### config.mk
export PLATFORM = sky130hd
export DESIGN_NAME = dcpll_ctrl
export DESIGN_NICKNAME = d
export VERILOG_FILES = /design/src/hw/dcpll_pkg.sv /design/src/hw/dcpll_edge.sv /design/src/hw/dcpll_ctrl.sv
export VERILOG_INCLUDE_DIRS = /design/src /design/src/hw
export SDC_FILE = /design/constraint.sdc
export NUM_CORES = 1
export LEC_CHECK = 0
export ABC_CLOCK_PERIOD_IN_PS = 2200
export BUFFER_PORTS_ARGS = -buffer_cell sky130_fd_sc_hd__buf_2
export CORE_AREA = 2 2 126 128
export DETAILED_ROUTE_END_ITERATION = 10
export DIE_AREA = 0 0 128 130
export PLACE_DENSITY_LB_ADDON = 0.25
export SETUP_SLACK_MARGIN = 0.1
export SYNTH_ARGS = -nofsm -noshare
export SYNTH_HDL_FRONTEND = slang
export SYNTH_HIERARCHICAL = 1
export SYNTH_SLANG_ARGS = --single-unit
### constraint.sdc
create_clock -name core_clk_i -period 2.2 [get_ports core_clk_i]
set_input_delay 0.11 -clock core_clk_i [delete_from_list [all_inputs] [get_ports core_clk_i]]
set_output_delay 0.11 -clock core_clk_i [all_outputs]
set_load 0.01 [all_outputs]
### src/hw/dcpll_regs.svh
// register offsets, field positions, reset values and counts for the sample-clock pll control
`ifndef DCPLL_REGS_SVH
`define DCPLL_REGS_SVH

`define DCPLL_ADDR_W 12
`define DCPLL_OFS_IRQ_ENABLE 12'h01f
`define DCPLL_OFS_IRQ_STATUS 12'h023
`define DCPLL_OFS_PLL_CONTROL 12'h083
`define DCPLL_OFS_STATE_FLAGS 12'h084
`define DCPLL_OFS_LOOP_DIVIDE 12'h085
`define DCPLL_OFS_OSC_DIVIDE 12'h08b
`define DCPLL_OFS_REF_DIVIDE 12'h08c
`define DCPLL_OFS_TUNE_A 12'h1b5
`define DCPLL_OFS_TUNE_B 12'h1bb
`define DCPLL_OFS_TUNE_C 12'h1c5

`define DCPLL_RST_BYTE 8'h00

`define DCPLL_CTRL_ENABLE_BIT 4
`define DCPLL_CTRL_RECAL_BIT 7
`define DCPLL_FLAG_LOCK_BIT 1
`define DCPLL_FLAG_CALDONE_BIT 5
`define DCPLL_FLAG_LOWER_BIT 6
`define DCPLL_FLAG_UPPER_BIT 7
`define DCPLL_IRQ_LOCK_BIT 5
`define DCPLL_IRQ_LOST_BIT 4

`define DCPLL_CP_CAL_REF_CYCLES 7'd64
`define DCPLL_BAND_SETTLE_REF_CYCLES 7'd4
`define DCPLL_BAND_START 9'h100
`define DCPLL_BAND_TOP_BIT 4'h8

`endif

### src/hw/dcpll_pkg.sv
// types shared by the sample-clock pll control block
package dcpll_pkg;

    typedef enum logic [1:0] {
        DCPLL_IDLE,
        DCPLL_CP_CAL,
        DCPLL_BAND_SEARCH,
        DCPLL_TRACK
    } dcpll_state_e;

    typedef struct packed {
        dcpll_state_e state;
        logic [6:0] ref_cnt;
        logic [8:0] band;
        logic [3:0] bit_pos;
        logic cp_done;
        logic cal_done;
        logic [7:0] irq_enable;
        logic [1:0] irq_status;
        logic [7:0] pll_control;
        logic [7:0] loop_divide_count;
        logic [7:0] osc_divide;
        logic [7:0] ref_divide;
        logic [7:0] tune_a;
        logic [7:0] tune_b;
        logic [7:0] tune_c;
        logic [7:0] rdata;
    } dcpll_state_s;

endpackage : dcpll_pkg

### src/hw/dcpll_edge.sv
// registered-history edge detector for one level
`timescale 1ns/1ps
`default_nettype none
module dcpll_edge (
    input wire logic core_clk_i, // core clock
    input wire logic sys_rst_i, // sync reset, active high
    input wire logic level_i, // level to watch
    output logic rise_o, // high while level rose this cycle
    output logic fall_o // high while level fell this cycle
);
    typedef struct packed {
        logic prev;
    } dcpll_edge_s;

    dcpll_edge_s st_r;
    dcpll_edge_s st_nxt;

    always_comb begin
        st_nxt.prev = level_i;
    end

    always_ff @(posedge core_clk_i) begin
        if (sys_rst_i) begin
            st_r <= '0;
        end else begin
            st_r <= st_nxt;
        end
    end

    assign rise_o = level_i & ~st_r.prev;
    assign fall_o = ~level_i & st_r.prev;
endmodule : dcpll_edge
`default_nettype wire

### src/hw/dcpll_ctrl.sv
// register file, band calibration sequencer and lock events of the sample-clock pll
// What this block does
// - once enabled, the block picks one of 512 oscillator bands by itself.
// - pll locked appears on bit 1 of the pll state flags register.
// - setting the enable bit of pll control starts the pll; done last.
// - a status bit shows that calibration finished and its result is valid.
// - bit 7 flags upper band edge, bit 6 flags lower band edge.
// - writing recalibrate bit zero then one makes the block recalibrate.
// - lock and lost events are gated by enable bits 5 and 4.
// - lock and lost status sit in bits 5 and 4, cleared there.
// - oscillator divide select 1, 2, 3 means divide by 4, 8, 16.
// - reference divide select 0 to 4 means divide by 1 to 16.
// - first start runs 64 reference cycles of charge pump calibration, kept afterwards.
`timescale 1ns/1ps
`default_nettype none
`include "dcpll_regs.svh"
module dcpll_ctrl (
    input wire logic core_clk_i, // core clock, 50 MHz
    input wire logic sys_rst_i, // sync reset, active high
    input wire logic reg_wr_i, // register write strobe
    input wire logic reg_rd_i, // register read strobe
    input wire logic [`DCPLL_ADDR_W-1:0] reg_addr_i, // register address
    input wire logic [7:0] reg_wdata_i, // register write data
    output logic [7:0] reg_rdata_o, // read data, valid cycle after read strobe
    input wire logic ref_tick_i, // one pulse per reference clock cycle
    input wire logic vco_fast_i, // oscillator above target at current band
    input wire logic pll_lock_i, // analog lock detector
    input wire logic tune_upper_i, // tuning voltage at upper edge
    input wire logic tune_lower_i, // tuning voltage at lower edge
    output logic pll_enable_o, // synthesizer power
    output logic cp_cal_run_o, // charge pump calibration running
    output logic [8:0] band_select_o, // oscillator band
    output logic [7:0] loop_divide_count_o, // loop divider count
    output logic [4:0] oscillator_output_divide_ratio_o, // 4, 8 or 16; 0 when invalid
    output logic [4:0] reference_divide_ratio_o, // 1 to 16; 0 when invalid
    output logic [7:0] tune_a_o, // oscillator tuning a
    output logic [7:0] tune_b_o, // oscillator tuning b
    output logic [7:0] tune_c_o, // oscillator tuning c
    output logic irq_o // pending enabled pll event
);
    dcpll_pkg::dcpll_state_s st_r;
    dcpll_pkg::dcpll_state_s st_nxt;

    logic enabled;
    logic locked;
    logic edge_upper;
    logic edge_lower;
    logic recal_rise;
    logic lock_rise;
    logic lock_fall;
    logic [7:0] flags;
    logic [1:0] irq_clear;

    assign enabled = st_r.pll_control[`DCPLL_CTRL_ENABLE_BIT];
    assign locked = pll_lock_i && st_r.cal_done;
    assign edge_upper = tune_upper_i && st_r.cal_done;
    assign edge_lower = tune_lower_i && st_r.cal_done;
    assign flags = {edge_upper, edge_lower, st_r.cal_done, 3'h0, locked, 1'b0};

    // recalibration only on the zero-to-one step of the stored bit
    dcpll_edge u_recal_edge (
        .core_clk_i(core_clk_i),
        .sys_rst_i(sys_rst_i),
        .level_i(st_r.pll_control[`DCPLL_CTRL_RECAL_BIT]),
        .rise_o(recal_rise),
        .fall_o()
    );

    dcpll_edge u_lock_edge (
        .core_clk_i(core_clk_i),
        .sys_rst_i(sys_rst_i),
        .level_i(locked),
        .rise_o(lock_rise),
        .fall_o(lock_fall)
    );

    assign irq_clear = (reg_wr_i && reg_addr_i == `DCPLL_OFS_IRQ_STATUS) ?
        reg_wdata_i[`DCPLL_IRQ_LOCK_BIT:`DCPLL_IRQ_LOST_BIT] : 2'h0;

    always_comb begin
        st_nxt = st_r;
        // write one to clear; a new event in the same cycle still wins
        st_nxt.irq_status = (st_r.irq_status & ~irq_clear) | {lock_rise, lock_fall};
        if (reg_wr_i) begin
            if (reg_addr_i == `DCPLL_OFS_IRQ_ENABLE) begin
                st_nxt.irq_enable = reg_wdata_i;
            end else if (reg_addr_i == `DCPLL_OFS_PLL_CONTROL) begin
                st_nxt.pll_control = reg_wdata_i;
            end else if (reg_addr_i == `DCPLL_OFS_LOOP_DIVIDE) begin
                st_nxt.loop_divide_count = reg_wdata_i;
            end else if (reg_addr_i == `DCPLL_OFS_OSC_DIVIDE) begin
                st_nxt.osc_divide = reg_wdata_i;
            end else if (reg_addr_i == `DCPLL_OFS_REF_DIVIDE) begin
                st_nxt.ref_divide = reg_wdata_i;
            end else if (reg_addr_i == `DCPLL_OFS_TUNE_A) begin
                st_nxt.tune_a = reg_wdata_i;
            end else if (reg_addr_i == `DCPLL_OFS_TUNE_B) begin
                st_nxt.tune_b = reg_wdata_i;
            end else if (reg_addr_i == `DCPLL_OFS_TUNE_C) begin
                st_nxt.tune_c = reg_wdata_i;
            end
        end
        if (reg_rd_i) begin
            if (reg_addr_i == `DCPLL_OFS_IRQ_ENABLE) begin
                st_nxt.rdata = st_r.irq_enable;
            end else if (reg_addr_i == `DCPLL_OFS_IRQ_STATUS) begin
                st_nxt.rdata = {2'h0, st_r.irq_status, 4'h0};
            end else if (reg_addr_i == `DCPLL_OFS_PLL_CONTROL) begin
                st_nxt.rdata = st_r.pll_control;
            end else if (reg_addr_i == `DCPLL_OFS_STATE_FLAGS) begin
                st_nxt.rdata = flags;
            end else if (reg_addr_i == `DCPLL_OFS_LOOP_DIVIDE) begin
                st_nxt.rdata = st_r.loop_divide_count;
            end else if (reg_addr_i == `DCPLL_OFS_OSC_DIVIDE) begin
                st_nxt.rdata = st_r.osc_divide;
            end else if (reg_addr_i == `DCPLL_OFS_REF_DIVIDE) begin
                st_nxt.rdata = st_r.ref_divide;
            end else if (reg_addr_i == `DCPLL_OFS_TUNE_A) begin
                st_nxt.rdata = st_r.tune_a;
            end else if (reg_addr_i == `DCPLL_OFS_TUNE_B) begin
                st_nxt.rdata = st_r.tune_b;
            end else if (reg_addr_i == `DCPLL_OFS_TUNE_C) begin
                st_nxt.rdata = st_r.tune_c;
            end else begin
                st_nxt.rdata = 8'h00;
            end
        end
        case (st_r.state)
            dcpll_pkg::DCPLL_IDLE: begin
                if (enabled) begin
                    st_nxt.ref_cnt = 7'h00;
                    st_nxt.band = `DCPLL_BAND_START;
                    st_nxt.bit_pos = `DCPLL_BAND_TOP_BIT;
                    // charge pump coefficient survives disable, so later starts skip it
                    st_nxt.state = st_r.cp_done ? dcpll_pkg::DCPLL_BAND_SEARCH :
                        dcpll_pkg::DCPLL_CP_CAL;
                end
            end
            dcpll_pkg::DCPLL_CP_CAL: begin
                if (ref_tick_i) begin
                    st_nxt.ref_cnt = st_r.ref_cnt + 7'h01;
                    if (st_r.ref_cnt == `DCPLL_CP_CAL_REF_CYCLES - 7'h01) begin
                        st_nxt.cp_done = 1'b1;
                        st_nxt.ref_cnt = 7'h00;
                        st_nxt.state = dcpll_pkg::DCPLL_BAND_SEARCH;
                    end
                end
            end
            dcpll_pkg::DCPLL_BAND_SEARCH: begin
                // binary search over the bands, one bit per settle window
                if (ref_tick_i) begin
                    st_nxt.ref_cnt = st_r.ref_cnt + 7'h01;
                    if (st_r.ref_cnt == `DCPLL_BAND_SETTLE_REF_CYCLES - 7'h01) begin
                        st_nxt.ref_cnt = 7'h00;
                        st_nxt.band[st_r.bit_pos] = ~vco_fast_i;
                        if (st_r.bit_pos == 4'h0) begin
                            st_nxt.cal_done = 1'b1;
                            st_nxt.state = dcpll_pkg::DCPLL_TRACK;
                        end else begin
                            st_nxt.band[st_r.bit_pos - 4'h1] = 1'b1;
                            st_nxt.bit_pos = st_r.bit_pos - 4'h1;
                        end
                    end
                end
            end
            dcpll_pkg::DCPLL_TRACK: begin
                if (recal_rise) begin
                    st_nxt.cal_done = 1'b0;
                    st_nxt.ref_cnt = 7'h00;
                    st_nxt.band = `DCPLL_BAND_START;
                    st_nxt.bit_pos = `DCPLL_BAND_TOP_BIT;
                    st_nxt.state = dcpll_pkg::DCPLL_BAND_SEARCH;
                end
            end
            default: begin
                st_nxt.state = dcpll_pkg::DCPLL_IDLE;
            end
        endcase
        if (!enabled) begin
            st_nxt.state = dcpll_pkg::DCPLL_IDLE;
            st_nxt.cal_done = 1'b0;
            // an unfinished charge pump run is simply restarted next time
            st_nxt.ref_cnt = 7'h00;
        end
    end

    always_ff @(posedge core_clk_i) begin
        if (sys_rst_i) begin
            st_r <= '0;
        end else begin
            st_r <= st_nxt;
        end
    end

    always_comb begin
        case (st_r.osc_divide[1:0])
            2'h1: oscillator_output_divide_ratio_o = 5'h04;
            2'h2: oscillator_output_divide_ratio_o = 5'h08;
            2'h3: oscillator_output_divide_ratio_o = 5'h10;
            default: oscillator_output_divide_ratio_o = 5'h00;
        endcase
        case (st_r.ref_divide[2:0])
            3'h0: reference_divide_ratio_o = 5'h01;
            3'h1: reference_divide_ratio_o = 5'h02;
            3'h2: reference_divide_ratio_o = 5'h04;
            3'h3: reference_divide_ratio_o = 5'h08;
            3'h4: reference_divide_ratio_o = 5'h10;
            default: reference_divide_ratio_o = 5'h00;
        endcase
    end

    assign reg_rdata_o = st_r.rdata;
    assign pll_enable_o = enabled;
    assign cp_cal_run_o = (st_r.state == dcpll_pkg::DCPLL_CP_CAL);
    assign band_select_o = st_r.band;
    assign loop_divide_count_o = st_r.loop_divide_count;
    assign tune_a_o = st_r.tune_a;
    assign tune_b_o = st_r.tune_b;
    assign tune_c_o = st_r.tune_c;
    assign irq_o = |(st_r.irq_status & st_r.irq_enable[`DCPLL_IRQ_LOCK_BIT:`DCPLL_IRQ_LOST_BIT]);
endmodule : dcpll_ctrl
`default_nettype wire

* Yosys cells after proc, flatten, opt, wreduce, memory -nomap -nowiden
Cells that the tools add are included.
Operators by class: $add $sub $neg 2, $lt $le $gt $ge 4, equality and inequality tests 30, multiplexer cells 34, bitwise gates (word level) 20, reduce and logical (&&, ||, !) cells 27
Operators by type and width (number):
- two-way mux 22 bit | 4
- two-way mux 8 bit | 10
- == test 12 x 8 -> 1 bit, second input constant | 5
- case mux 13 bit (3 select lines) | 1
- == test 12 x 9 -> 1 bit, second input constant | 3
- case mux 9 bit (4 select lines) | 1
- case mux 5 bit (5 select lines) | 1
- two-way mux 9 bit | 2
- case mux 5 bit (3 select lines) | 1
- AND reduction 5 bit | 3
- inequality test 2 bit, second input constant | 7
- AND reduction 7 bit | 2
- two-way mux 13 bit | 1
- == test 12 x 5 -> 1 bit, second input constant | 1
- == test 12 x 6 -> 1 bit, second input constant | 1
- NOT 1 bit | 12
- AND reduction 6 bit | 2
- < comparator 4 x 5 -> 1 bit, second input constant | 2
- bitwise mux 9 bit | 1
- bitwise OR 9 bit | 1
- AND reduction 9 bit | 1
- demux 1 bit (select 4 bit) | 2
- == test 2 bit, second input constant | 4
- >= comparator 4 x 1 -> 1 bit, second input constant | 2
- other kinds (27) | 47
Word-level totals: bits in registers 100, output and inout port bits 62

* Depth between registers and ports, before layout
depth after elaboration 11, depth in mapped cells 8, mapped depth without buffers 6

* Modules after synthesis
Netlist, hierarchy kept.
Modules (own cells, without submodules):
- dcpll_ctrl | instances 1, cells an instance 703, area each 5642.9 sq um, seq. area each 1961.9 sq um
- dcpll_edge | instances 2, cells an instance 4, area each 38.8 sq um, seq. area each 20.0 sq um

* Least setup slack after synthesis
OpenSTA, ideal clock, no wires.
kind register -> register, start register st_r[89] in the netlist's numbering, end register st_r, in the netlist band_select_o[7], setup time 86 ps, data arrival time 1756 ps, required time 2114 ps, slack 359 ps, cell stages (with the launch flop) 8, path buffers 1, clock period less this slack 1841 ps, cell sequence dfxtp_1 -> ha_1 -> nor2b_1 -> a41oi_1 -> o21ai_1 -> buf_2 -> a21oi_1 -> a211oi_1
Between the ends: longest elaborated chain between the ends 3
Ends and longest elaborated chain:
- from (decl) | RTL line dcpll_ctrl.sv:41 | dcpll_pkg::dcpll_state_s st_r;
- from (signal assigned) | RTL line dcpll_ctrl.sv:191 | st_r <= st_nxt;
- == test 7 x 2 -> 1 bit | RTL line dcpll_ctrl.sv:153 | if (st_r.ref_cnt == `DCPLL_BAND_SETTLE_REF_CYCLES - 7'h01) begin
- inequality test 2 bit (no source line)
- AND reduction 5 bit (no source line)
Every way passes these cells. A chain may end at the register's enable or synchronous reset.

* Final worst setup path
start register st_r[89] in the netlist's numbering, end register st_r, in the netlist band_select_o[6]
The elaborated chain is that of the path after synthesis.

==> load_flow_metrics.sql <==
INSERT INTO impl_metrics (metric_group, metric, value, unit) VALUES
('synthesis', 'netlist_area', '0.00571', 'mm^2'),
('drt', 'wl', '17.3', 'mm'),
('timing', 'fmax', '523', 'MHz'),
('timing', 'timing.hold.ws', '0.0700', 'ns'),
('drt', 'first_pass_iters', '6', ''),
('worst_setup_path', 'timing.critical_path.mode_cell', 'sky130_fd_sc_hd__buf_4', ''),
('timing', 'clock-skew-final', '0.00667', 'ns'),
('worst_hold_path', 'min-delay-start', 'ref_tick_i', ''),
('timing', 'worstMarginPinSlew', '0.582', 'ns'),
('grt', 'grt_antenna_before_repair', '0', ''),
('finish', 'final_layout_size_suffix_gt1_share', '20.1', '%'),
('clock_tree', 'cts.root.buffer_cell', 'sky130_fd_sc_hd__clkbuf_16', ''),
('clock_tree', 'post_cts.repair.setup_buffers', '0', ''),
('worst_setup_path', 'worstPathArrival', '2.17', 'ns'),
('floorplan', 'placement_rows', '46', ''),
('floorplan', 'floorplan.initialDensity', '37.0', '%'),
('finish', 'fillerInstances', '1618', ''),
('floorplan', 'fp.coreArea', '0.0154', 'mm^2'),
('synthesis', 'avgSynthCellArea', '8.05', 'um^2'),
('drt', 'detail_route.drc_violations', '0', ''),
('clock_tree', 'clock_sinks', '100', ''),
('worst_setup_path', 'worst-setup-path-type', 'reg -> reg', ''),
('finish', 'final_cells', '927', ''),
('worst_setup_path', 'cp-startpoint', 'st_r[89]', ''),
('floorplan', 'fp.dieArea', '0.0166', 'mm^2'),
('power', 'worst_vdd_rail_ir_drop', '0.000369', 'V'),
('synthesis', 'cell_count_after_synthesis', '710', ''),
('drt', 'route.antenna.remaining_nets', '0', ''),
('grt', 'grt_pass1_wl', '26.9', 'mm'),
('clock_tree', 'cts_buffer_depth', '2', ''),
('timing', 'finalCriticalPeriod', '1.91', 'ns'),
('worst_setup_path', 'critical_register_to_register_path_startpoint', 'st_r[89]', ''),
('worst_setup_path', 'max_stage_delay', '0.37', 'ns'),
('worst_setup_path', 'critical_path.cell_chain', 'ha_2, nor2b_1, buf_4, nand2_1, nor2_1, buf_4, nand3_1, o32ai_1', ''),
('status', 'outcome', 'completed', ''),
('timing', 'setup_total_negative_slack', '0', 'ns'),
('finish', 'area_growth_syn_to_layout', '10.2', '%'),
('place', 'detailed_place.area', '0.00598', 'mm^2'),
('place', 'place.detailed.hpwl', '12.7', 'mm'),
('worst_setup_path', 'cp.required', '2.46', 'ns'),
('timing', 'rsz0062_at_grt', 'false', ''),
('power', 'power', '3.75', 'mW'),
('synthesis', 'synth.yosys.warnings', '6', ''),
('grt', 'grt.met1_usage', '26.9', '%'),
('place', 'place.gp.congestion', '0.987', ''),
('worst_setup_path', 'gate_family_responsible_for_the_most_delay_along_the_worst_path', 'simple AND/OR/NAND/NOR gates', ''),
('worst_setup_path', 'cp_max_fo', '11', ''),
('grt', 'all_layer_global_routing_usage', '20.8', '%'),
('drt', 'dr.first_iter.drc_count', '382', ''),
('timing', 'report.final.hold_viol_count', '0', ''),
('floorplan', 'fp.dieW', '128', 'um'),
('worst_setup_path', 'cp_num_buf_inv', '2', ''),
('worst_hold_path', 'hold_path.class', 'in -> reg', ''),
('finish', 'final_net_count', '761', ''),
('power', 'power_density', '596', 'mW/mm^2'),
('clock_tree', 'cts_tree', 'done', ''),
('timing', 'maxSlewViolCount', '0', ''),
('finish', 'fin_area', '0.00630', 'mm^2'),
('grt', 'globalRouteMet2Util', '35.4', '%'),
('grt', 'grt_util_met3', '4.59', '%'),
('clock_tree', 'worst_skew_pair.late_latency', '0.36', 'ns'),
('worst_setup_path', 'launching_element_type_of_the_critical_path', 'register', ''),
('clock_tree', 'h-tree-depth', '3', ''),
('timing', 'setup_viol_count_final', '0', ''),
('floorplan', 'num_io_pins', '91', ''),
('grt', 'grt-ovfl-total', '0', ''),
('timing', 'maxSlewHeadroom', '61.2', '%'),
('place', 'port_buffers', '88', ''),
('place', 'pre_cts_ws', '0.215', 'ns'),
('grt', 'grt_start_max_net_pins', '57', ''),
('grt', 'first_global_vias', '4851', '');
tightest hold or removal path, stage by stage:
cell	delay, ns
sky130_fd_sc_hd__buf_2	0.13
sky130_fd_sc_hd__a31oi_1	0.08
sky130_fd_sc_hd__nor2_1	0.07
power by group:
part	switching (mW)	internal, mW
Clock	0.701	0.987
Combinational	0.177	0.0692
Sequential	0.00252	1.81
state kept, by name, summed over array words and instances, names as in the netlist:
name,count
loop_divide_count_o,8
pll_enable_o,1
band_select_o,9
u_lock_edge/st_r,1
flags,1
st_r,47
tune_c_o,8
reg_rdata_o,8
u_recal_edge/st_r,1
tune_a_o,8
tune_b_o,8
cell usage in the layout, fill, tap and decap left out, drive strengths merged, types with 5 or more instances in the layout:
cell type	instances
a2bb2oi	5
and4b	5
nand3	42
nor2	53
nor3	10
nor4	6
a31oi	13
o211ai	6
a21oi	70
inv	11
and2	5
mux2i	35
and3	8
nand4	26
nand3b	5
nor3b	5
dfxtp	100
a21o	5
nand2b	8
o21ai	28
nand2	78
nor2b	15
buf	113
clkbuf	10
cell type report:
cell class                 count  area, um^2  area share (%)
multi-input combinational    496        3070            48.7
sequential                   100        2000            31.8
timing repair buffer         113         641            10.2
tap                          192         240            3.82
clock buffer                  10         229            3.64
clock inverter                 5        77.6            1.23
inverter                      11        41.3           0.656
worst paths after layout:
kind	endpoint	slack, ns	cells past startpoint
worst min register to register	st_r[66]	0.46	2
worst max register to register	band_select_o[6]	0.29	8
worst max-delay path	band_select_o[6]	0.29	8
worst min-delay path	st_r[75]	0.07	3
what timing repair did:
action	CTS	global route
endpoints found under the setup margin	0	10
resized for setup	0	4
hold buffers	0	0
routing by layer:
layer	share of wire, %	routed length [um]	vias up
li1	-	-	2540
met1	44	7550	2505
met2	48	8340	194
met3	6.3	1090	23
met4	1.9	328	0
met5	0	0	-
Power figures use the tool's default switching activity.
